**src/hdl/vrc_regs.svh**
```systemverilog
// offsets, bit positions, reset values and timing counts of the reference control block
`ifndef VRC_REGS_SVH
`define VRC_REGS_SVH

`define VRC_ADDR_W 12
`define VRC_CTRL_ADDR 12'h90c
`define VRC_CTRL_RESET 8'h00
`define VRC_BIT_REF_EN 7
`define VRC_BIT_REF_READY 6
`define VRC_BIT_TEMP_EN 5
`define VRC_BIT_TEMP_RANGE 4
`define VRC_CMP_GAIN_LSB 2
`define VRC_ADC_GAIN_LSB 0
`define VRC_RESP_OKAY 2'h0
`define VRC_RESP_SLVERR 2'h2
`define VRC_RDATA_ZERO 32'h0000_0000
`define VRC_CLK_PERIOD_NS 100
`define VRC_SETTLE_TIME_NS 100
`define VRC_SETTLE_CYCLES ((`VRC_SETTLE_TIME_NS + `VRC_CLK_PERIOD_NS - 1) / `VRC_CLK_PERIOD_NS)
`define VRC_SETTLE_CNT_W 8

`endif

```
**src/hdl/vrc_pkg.sv**
```systemverilog
// types and the gain decode shared by the reference control block
package vrc_pkg;

	typedef enum logic [1:0]
	{
		VRC_GAIN_OFF = 2'h0,
		VRC_GAIN_1X = 2'h1,
		VRC_GAIN_2X = 2'h2,
		VRC_GAIN_4X = 2'h3
	} vrc_gain_e;

	typedef struct packed
	{
		logic buf_on;
		logic [2:0] gain_onehot;
	} vrc_gain_s;

	typedef struct packed
	{
		logic [7:0] count;
		logic ready;
	} vrc_settle_s;

	typedef struct packed
	{
		logic aw_got;
		logic [11:0] awaddr;
		logic w_got;
		logic [7:0] wdata;
		logic wstrb0;
		logic awready;
		logic wready;
		logic bvalid;
		logic [1:0] bresp;
		logic arready;
		logic rvalid;
		logic [31:0] rdata;
		logic [1:0] rresp;
		logic [7:0] ctrl;
		logic ready;
		logic ref_en;
		logic temp_en;
		logic temp_high;
		vrc_gain_s adc;
		vrc_gain_s cmp;
	} vrc_state_s;

	// onehot order is {4x, 2x, 1x}; off leaves the buffer unpowered
	function automatic vrc_gain_s vrc_gain_decode(input logic [1:0] code);
		vrc_gain_s g;
		g.buf_on = 1'b1;
		g.gain_onehot = 3'h0;
		case (vrc_gain_e'(code))
			VRC_GAIN_1X: g.gain_onehot = 3'h1;
			VRC_GAIN_2X: g.gain_onehot = 3'h2;
			VRC_GAIN_4X: g.gain_onehot = 3'h4;
			default: g.buf_on = 1'b0;
		endcase
		return g;
	endfunction : vrc_gain_decode

endpackage : vrc_pkg

```
**src/hdl/vrc_top.sv**
```systemverilog
// reference and temperature indicator control register behind an axi4-lite slave
// Notes on behaviour
// RULE1: bit 7 switches the reference on/off
// RULE2: ready rises after settling; zero while off
// RULE3: ready is read-only; one means usable
// RULE4: bit 5 switches temperature indicator
// RULE5: bit 4 picks high or low range
// RULE6: bits 3:2 decode comparator/dac buffer gain
// RULE7: bits 1:0 decode adc buffer gain
// RULE8: two independent gain outputs, 1x/2x/4x
// RULE9: control register at 0x90c, resets zero
// RULE10: indicator idle, no bias, while disabled
// RULE11: writes to the ready bit ignored
`include "vrc_regs.svh"

module vrc_top
(
	input wire logic aclk,
	input wire logic aresetn,
	input wire logic [11:0] s_axi_awaddr,
	input wire logic [2:0] s_axi_awprot,
	input wire logic s_axi_awvalid,
	output logic s_axi_awready,
	input wire logic [31:0] s_axi_wdata,
	input wire logic [3:0] s_axi_wstrb,
	input wire logic s_axi_wvalid,
	output logic s_axi_wready,
	output logic [1:0] s_axi_bresp,
	output logic s_axi_bvalid,
	input wire logic s_axi_bready,
	input wire logic [11:0] s_axi_araddr,
	input wire logic [2:0] s_axi_arprot,
	input wire logic s_axi_arvalid,
	output logic s_axi_arready,
	output logic [31:0] s_axi_rdata,
	output logic [1:0] s_axi_rresp,
	output logic s_axi_rvalid,
	input wire logic s_axi_rready,
	output logic reference_enable,
	output logic reference_ready,
	output logic temp_sense_enable,
	output logic temp_range_select,
	output logic adc_ref_buf_on,
	output logic [2:0] adc_ref_gain_sel,
	output logic cmp_dac_buf_on,
	output logic [2:0] comparator_dac_gain_sel
);

	vrc_pkg::vrc_state_s st_q;
	vrc_pkg::vrc_state_s st_d;
	logic settled;

	// the settle timer watches the stored enable, not the bus
	vrc_settle u_settle
	(
		.aclk(aclk),
		.aresetn(aresetn),
		.enable(st_q.ctrl[`VRC_BIT_REF_EN]),
		.ready(settled)
	);

	always_comb
	begin
		st_d = st_q;

		// write address and data are taken independently, in either order
		if (s_axi_awvalid && st_q.awready)
		begin
			st_d.aw_got = 1'b1;
			st_d.awaddr = s_axi_awaddr;
		end
		if (s_axi_wvalid && st_q.wready)
		begin
			st_d.w_got = 1'b1;
			st_d.wdata = s_axi_wdata[7:0];
			st_d.wstrb0 = s_axi_wstrb[0];
		end

		if (st_q.aw_got && st_q.w_got && !st_q.bvalid)
		begin
			st_d.aw_got = 1'b0;
			st_d.w_got = 1'b0;
			st_d.bvalid = 1'b1;
			if (st_q.awaddr[11:2] == 10'(`VRC_CTRL_ADDR >> 2)) // see RULE9
			begin
				st_d.bresp = `VRC_RESP_OKAY;
				if (st_q.wstrb0)
				begin
					st_d.ctrl = st_q.wdata; // see RULE1
					st_d.ctrl[`VRC_BIT_REF_READY] = 1'b0; // see RULE11
				end
			end
			else
				st_d.bresp = `VRC_RESP_SLVERR;
		end
		else if (st_q.bvalid && s_axi_bready)
			st_d.bvalid = 1'b0;

		// one outstanding write: no new address or data until the response is gone
		st_d.awready = !st_d.aw_got && !st_d.bvalid;
		st_d.wready = !st_d.w_got && !st_d.bvalid;

		if (s_axi_arvalid && st_q.arready)
		begin
			st_d.rvalid = 1'b1;
			if (s_axi_araddr[11:2] == 10'(`VRC_CTRL_ADDR >> 2)) // see RULE9
			begin
				st_d.rresp = `VRC_RESP_OKAY;
				st_d.rdata = {24'h00_0000, st_q.ctrl};
				st_d.rdata[`VRC_BIT_REF_READY] = st_q.ready; // see RULE3
			end
			else
			begin
				st_d.rresp = `VRC_RESP_SLVERR;
				st_d.rdata = `VRC_RDATA_ZERO;
			end
		end
		else if (st_q.rvalid && s_axi_rready)
			st_d.rvalid = 1'b0;
		st_d.arready = !st_d.rvalid;

		// ready only while enabled, even if the timer lags a disable by a cycle
		st_d.ready = settled && st_d.ctrl[`VRC_BIT_REF_EN]; // see RULE2

		st_d.ref_en = st_d.ctrl[`VRC_BIT_REF_EN]; // see RULE1
		st_d.temp_en = st_d.ctrl[`VRC_BIT_TEMP_EN]; // see RULE4
		// range bias is dropped too while disabled, so nothing draws current
		st_d.temp_high = st_d.ctrl[`VRC_BIT_TEMP_EN]
			&& st_d.ctrl[`VRC_BIT_TEMP_RANGE]; // see RULE5 see RULE10
		st_d.adc = vrc_pkg::vrc_gain_decode(
			st_d.ctrl[`VRC_ADC_GAIN_LSB +: 2]); // see RULE7 see RULE8
		st_d.cmp = vrc_pkg::vrc_gain_decode(
			st_d.ctrl[`VRC_CMP_GAIN_LSB +: 2]); // see RULE6 see RULE8
	end

	always_ff @(posedge aclk)
	begin
		if (!aresetn)
		begin
			st_q <= '0;
			st_q.ctrl <= `VRC_CTRL_RESET; // see RULE9
			st_q.awready <= 1'b1;
			st_q.wready <= 1'b1;
			st_q.arready <= 1'b1;
		end
		else
			st_q <= st_d;
	end

	assign s_axi_awready = st_q.awready;
	assign s_axi_wready = st_q.wready;
	assign s_axi_bresp = st_q.bresp;
	assign s_axi_bvalid = st_q.bvalid;
	assign s_axi_arready = st_q.arready;
	assign s_axi_rdata = st_q.rdata;
	assign s_axi_rresp = st_q.rresp;
	assign s_axi_rvalid = st_q.rvalid;
	assign reference_enable = st_q.ref_en;
	assign reference_ready = st_q.ready;
	assign temp_sense_enable = st_q.temp_en;
	assign temp_range_select = st_q.temp_high;
	assign adc_ref_buf_on = st_q.adc.buf_on;
	assign adc_ref_gain_sel = st_q.adc.gain_onehot;
	assign cmp_dac_buf_on = st_q.cmp.buf_on;
	assign comparator_dac_gain_sel = st_q.cmp.gain_onehot;

endmodule : vrc_top

```
**src/hdl/vrc_settle.sv**
```systemverilog
// settle timer: ready rises a fixed count after the reference is enabled
`include "vrc_regs.svh"

module vrc_settle
(
	input wire logic aclk,
	input wire logic aresetn,
	input wire logic enable,
	output logic ready
);

	vrc_pkg::vrc_settle_s s_q;
	vrc_pkg::vrc_settle_s s_d;

	always_comb
	begin
		s_d = s_q;
		if (!enable)
		begin
			// restart on every disable so a quick re-enable waits the full time
			s_d.count = 8'h00;
			s_d.ready = 1'b0;
		end
		else if (!s_q.ready)
		begin
			s_d.count = s_q.count + 8'h01;
			if (s_d.count >= 8'(`VRC_SETTLE_CYCLES))
				s_d.ready = 1'b1;
		end
	end

	always_ff @(posedge aclk)
	begin
		if (!aresetn)
			s_q <= '0;
		else
			s_q <= s_d;
	end

	assign ready = s_q.ready;

endmodule : vrc_settle

```
**config.mk**
```make
export PLATFORM = sky130hd
export DESIGN_NAME = vrc_top
export DESIGN_NICKNAME = d
export VERILOG_FILES = /design/src/hdl/vrc_pkg.sv /design/src/hdl/vrc_top.sv /design/src/hdl/vrc_settle.sv
export VERILOG_INCLUDE_DIRS = /design/src /design/src/hdl
export SDC_FILE = /design/constraint.sdc
export NUM_CORES = 1
export LEC_CHECK = 0
export BUFFER_PORTS_ARGS = -buffer_cell sky130_fd_sc_hd__buf_2
export CORE_UTILIZATION = 31
export CTS_CLUSTER_SIZE = 20
export DETAILED_ROUTE_END_ITERATION = 12
export PLACE_DENSITY = 0.55
export SLEW_MARGIN = 15
export SYNTH_ARGS = -nofsm -noshare
export SYNTH_HDL_FRONTEND = slang
export SYNTH_SLANG_ARGS = --single-unit
```
**constraint.sdc**
```tcl
create_clock -name aclk -period 2.9 [get_ports aclk]
set_input_delay 0.725 -clock aclk [delete_from_list [all_inputs] [get_ports aclk]]
set_output_delay 0.725 -clock aclk [all_outputs]
set_load 0.05 [all_outputs]
```
==> metrics.txt <==
Buffers on Ports 61; total routing resource utilization after global routing 12.0%; Ys Warns 0; DIE WIDTH 97.6 um; netlist area before placement 2830 sq um; Antenna diodes 0; compound-gate portion of the synthesized area 12.5%; H-tree level count 3; vias per std cell 4.39; Slowest cell on crit path or3b_1; sum of routed wire length over all layers about 5300 um; part of the Yosys area used for sequential elements between 40% and 50%; post-synthesis simple-gate area fraction 23.7%; routed via count between 2000 and 2500; clock transition at the register clock pins on the worst setup and hold paths after CTS 0.07 ns; Crit Path Max Fanout 25; Die Outline Area approximately 9500 sq um; number of global-route vias before repair about 2000; overall die height between 90 and 100 um; pin count of the biggest net entering global routing 28; first-pass GRT wire length 8960 um; RSZ-0062 raised after global routing no; CP peak stage delay 0.48 ns; number of antenna violations at the first check in global routing 0; Filler Cells Inserted 936; number of standard-cell rows in the floorplan 34; arrival time of data at the critical path endpoint 2.05 ns; fraction of layout cells with a size suffix above 1 21.9%; number of cells produced by synthesis 312; library cells used by synthesis between 40 and 50; placeable core area 8760 sq um; net switching power figure roughly 0.5 mW; time the worst path needs with I/O delays and setup 1.79 ns; Clock Path Buffers 2; switching power share of the total about 27%; number of setup buffers added after CTS 0; worst hold slack after final layout 0.466 ns; wire per inst 11.3 um; clock power share between 40% and 50%; synthesized-area fraction occupied by adder cells 1.33%; DRT iter0 DRCs 76; synthesis-to-layout area growth 12.7%; critical path launch point type flop; overall overflow remaining after global route 0; multiplexer area fraction after synthesis 2.83%; Synth Area in XOR/XNOR approximately 2.5%; CP cell instances nor4_4 > nand4_4 > or3b_1 > a21boi_1; CP bufs+invs 0; internal portion of total power 1.34 mW; Critical Setup Path Class reg2reg; upper clock frequency limit 0.560 GHz; sort of element at the end of the critical path flop; DRC violation count after routing 0; post-route ant nets 0; initial cell density of the core roughly a third; Comb pwr share 11.6%; CTS tree built; number of primary I/O pins 126; latest clock arrival within the worst-skew pair 0.33 ns; Pwr per Cell Area roughly 580 nW/um^2; data required time at the worst endpoint 3.16 ns; placed wire-length estimate after detailed placement 3840 um; nets@finish 431; number of max-slew violations in the final report 0; hold crit path type reg2reg; maximum capacitance violations 0; largest family of logic cells by synthesized area simple AND/OR/NAND/NOR gates; status complete, no violations; cell chosen for the clock root clkbuf_8; CP delay by family, top simple AND/OR/NAND/NOR gates; Peak supply drop between 0.00015 and 0.0002 V; number of buffers created by CTS 9; total negative slack 0 ns; mean instance size in the synthesized netlist 9.08 sq um; clock sink total a little over 60; gp weighted congestion between 0.7 and 0.8; count of final setup violators 0; leakage power 1.38 nW; hold violation count in the final report 0; final clock period utilization by the worst path 61.6%; flip-flop and latch count after synthesis 61; Pre-antenna DRT Iters 4; hold-fix buffer count after cts 0; sequential share of power 48.2%; total of cells resized after clock tree synthesis 0; clock tree skew after final layout 0.00853 ns
-- sequential cells by signal, summed over array words and instances, names as in the netlist, 3 cells and up --
name                     flops
comparator_dac_gain_sel      3
st_q                        27
s_axi_rdata                  8
u_settle.s_q                 8
adc_ref_gain_sel             3
-- path summary, 6_finish.rpt --
| path | end | slack [ns] | start | cells past startpoint |
|---|---|---|---|---|
| min | st_q[73] | 0.47 | st_q[73] | 2 |
| min reg2reg | st_q[73] | 0.47 | st_q[73] | 2 |
| max reg2reg | comparator_dac_gain_sel[1] | 1.11 | st_q[75] | 4 |
| max | comparator_dac_gain_sel[1] | 1.11 | st_q[75] | 4 |
-- area by class of cell --
cell class / count / area, sq um / area share [%]
clock inverter: 4 / 47.5 / 1.49
tap: 108 / 135 / 4.24
clock buffer: 12 / 145 / 4.55
multi-input combinational: 216 / 1310 / 41.1
timing repair buffer: 62 / 313 / 9.80
inverter: 5 / 18.8 / 0.588
sequential: 61 / 1220 / 38.3
-- power groups by stage --
stage / Clock, mW / Combinational (mW) / Sequential (mW)
after CTS: 0.767 / 0.216 / 0.888
final: 0.739 / 0.214 / 0.888
after detailed placement: 0 / 0.216 / 0.907
after global placement: 0 / 0.214 / 0.906
after floorplan: 0 / 0.176 / 0.925
after global routing: 0.803 / 0.232 / 0.891
-- placed cells by master (no fill, tap or decap), types with 4 or more instances in the layout --
cell type / instances
nor2b_1: 17
buf_2: 61
mux2i_1: 8
a21boi_1: 4
nor2_1: 22
and2_1: 4
nand3b_1: 4
a21boi_0: 18
a22oi_1: 8
clkbuf_8: 10
o21a_1: 5
dfxtp_1: 61
nand2_1: 49
xnor2_1: 5
inv_1: 5
conb_1: 26
or3b_1: 4
-- through the flow --
| stage | total power, mW | instance area [sq um] | setup slack, ns | instances | util [%] |
|---|---|---|---|---|---|
| after floorplan | 1.10 | 2930 | 1.19 | 337 | - |
| after global placement | 1.12 | 3000 | 0.988 | 452 | 34.2 |
| after detailed placement | 1.12 | 3000 | 0.971 | 452 | 34.2 |
| after CTS | 1.87 | 3190 | 1.08 | 468 | 36.4 |
| after global routing | 1.93 | 3190 | 0.975 | 468 | 36.4 |
| final | 1.84 | 3190 | 1.11 | 468 | 36.4 |
-- per-layer routing --
layer / wire (um) / track usage, % / vias to the layer above
li1: - / - / 1066
met1: 2370 / 13.8 / 932
met2: 2550 / 19.7 / 51
met3: 274 / 3.88 / 6
met4: 99 / 6.45 / 0
met5: 0 / 0 / -
-- worst register-to-register path, cell delays in order (launching register included) --
cell,delay (ns)
dfxtp_1,0.34
nor4_4,0.37
nand4_4,0.40
or3b_1,0.49
a21boi_1,0.12
-- cells by family (layout without fill, tap and decap cells) --
group	Yosys count	count (layout)
other cells	1	26
mux	8	8
xor+xnor	8	8
flops	61	61
compound gates	47	47
buf+inv	60	83
simple gates	124	124
fa+ha+maj	3	3
-- Yosys cell counts, drive strengths merged --
cell	number	share of area [%]
nor4	2	0.97
nand3	2	0.35
nand3b	4	1.1
a211oi	1	0.27
or3b	4	1.2
a21boi	22	5.8
o21ai	3	0.53
and4bb	1	0.44
o41ai	1	0.31
or3	1	0.22
and3b	1	0.31
conb	1	0.13
clkbuf	9	1.2
ha	3	1.3
o211a	1	0.35
mux2i	8	2.8
and4b	2	0.71
a22oi	8	2.1
nor3b	3	0.80
inv	5	0.66
dfxtp	61	43
nor3	2	0.35
a41oi	1	0.31
nand4b	1	0.31
and3	3	0.66
nand4	3	1.2
a21oi	1	0.18
xor2	3	0.93
and2	4	0.88
o21a	5	1.3
nor4bb	2	0.71
a31o	1	0.31
and4	1	0.31
o211ai	1	0.27
buf	46	12
nand2	49	6.5
nor2b	17	3.8
nor2	22	2.9
xnor2	5	1.5
o311a	2	0.71
No activity file was read; power rests on OpenSTA's default activity.
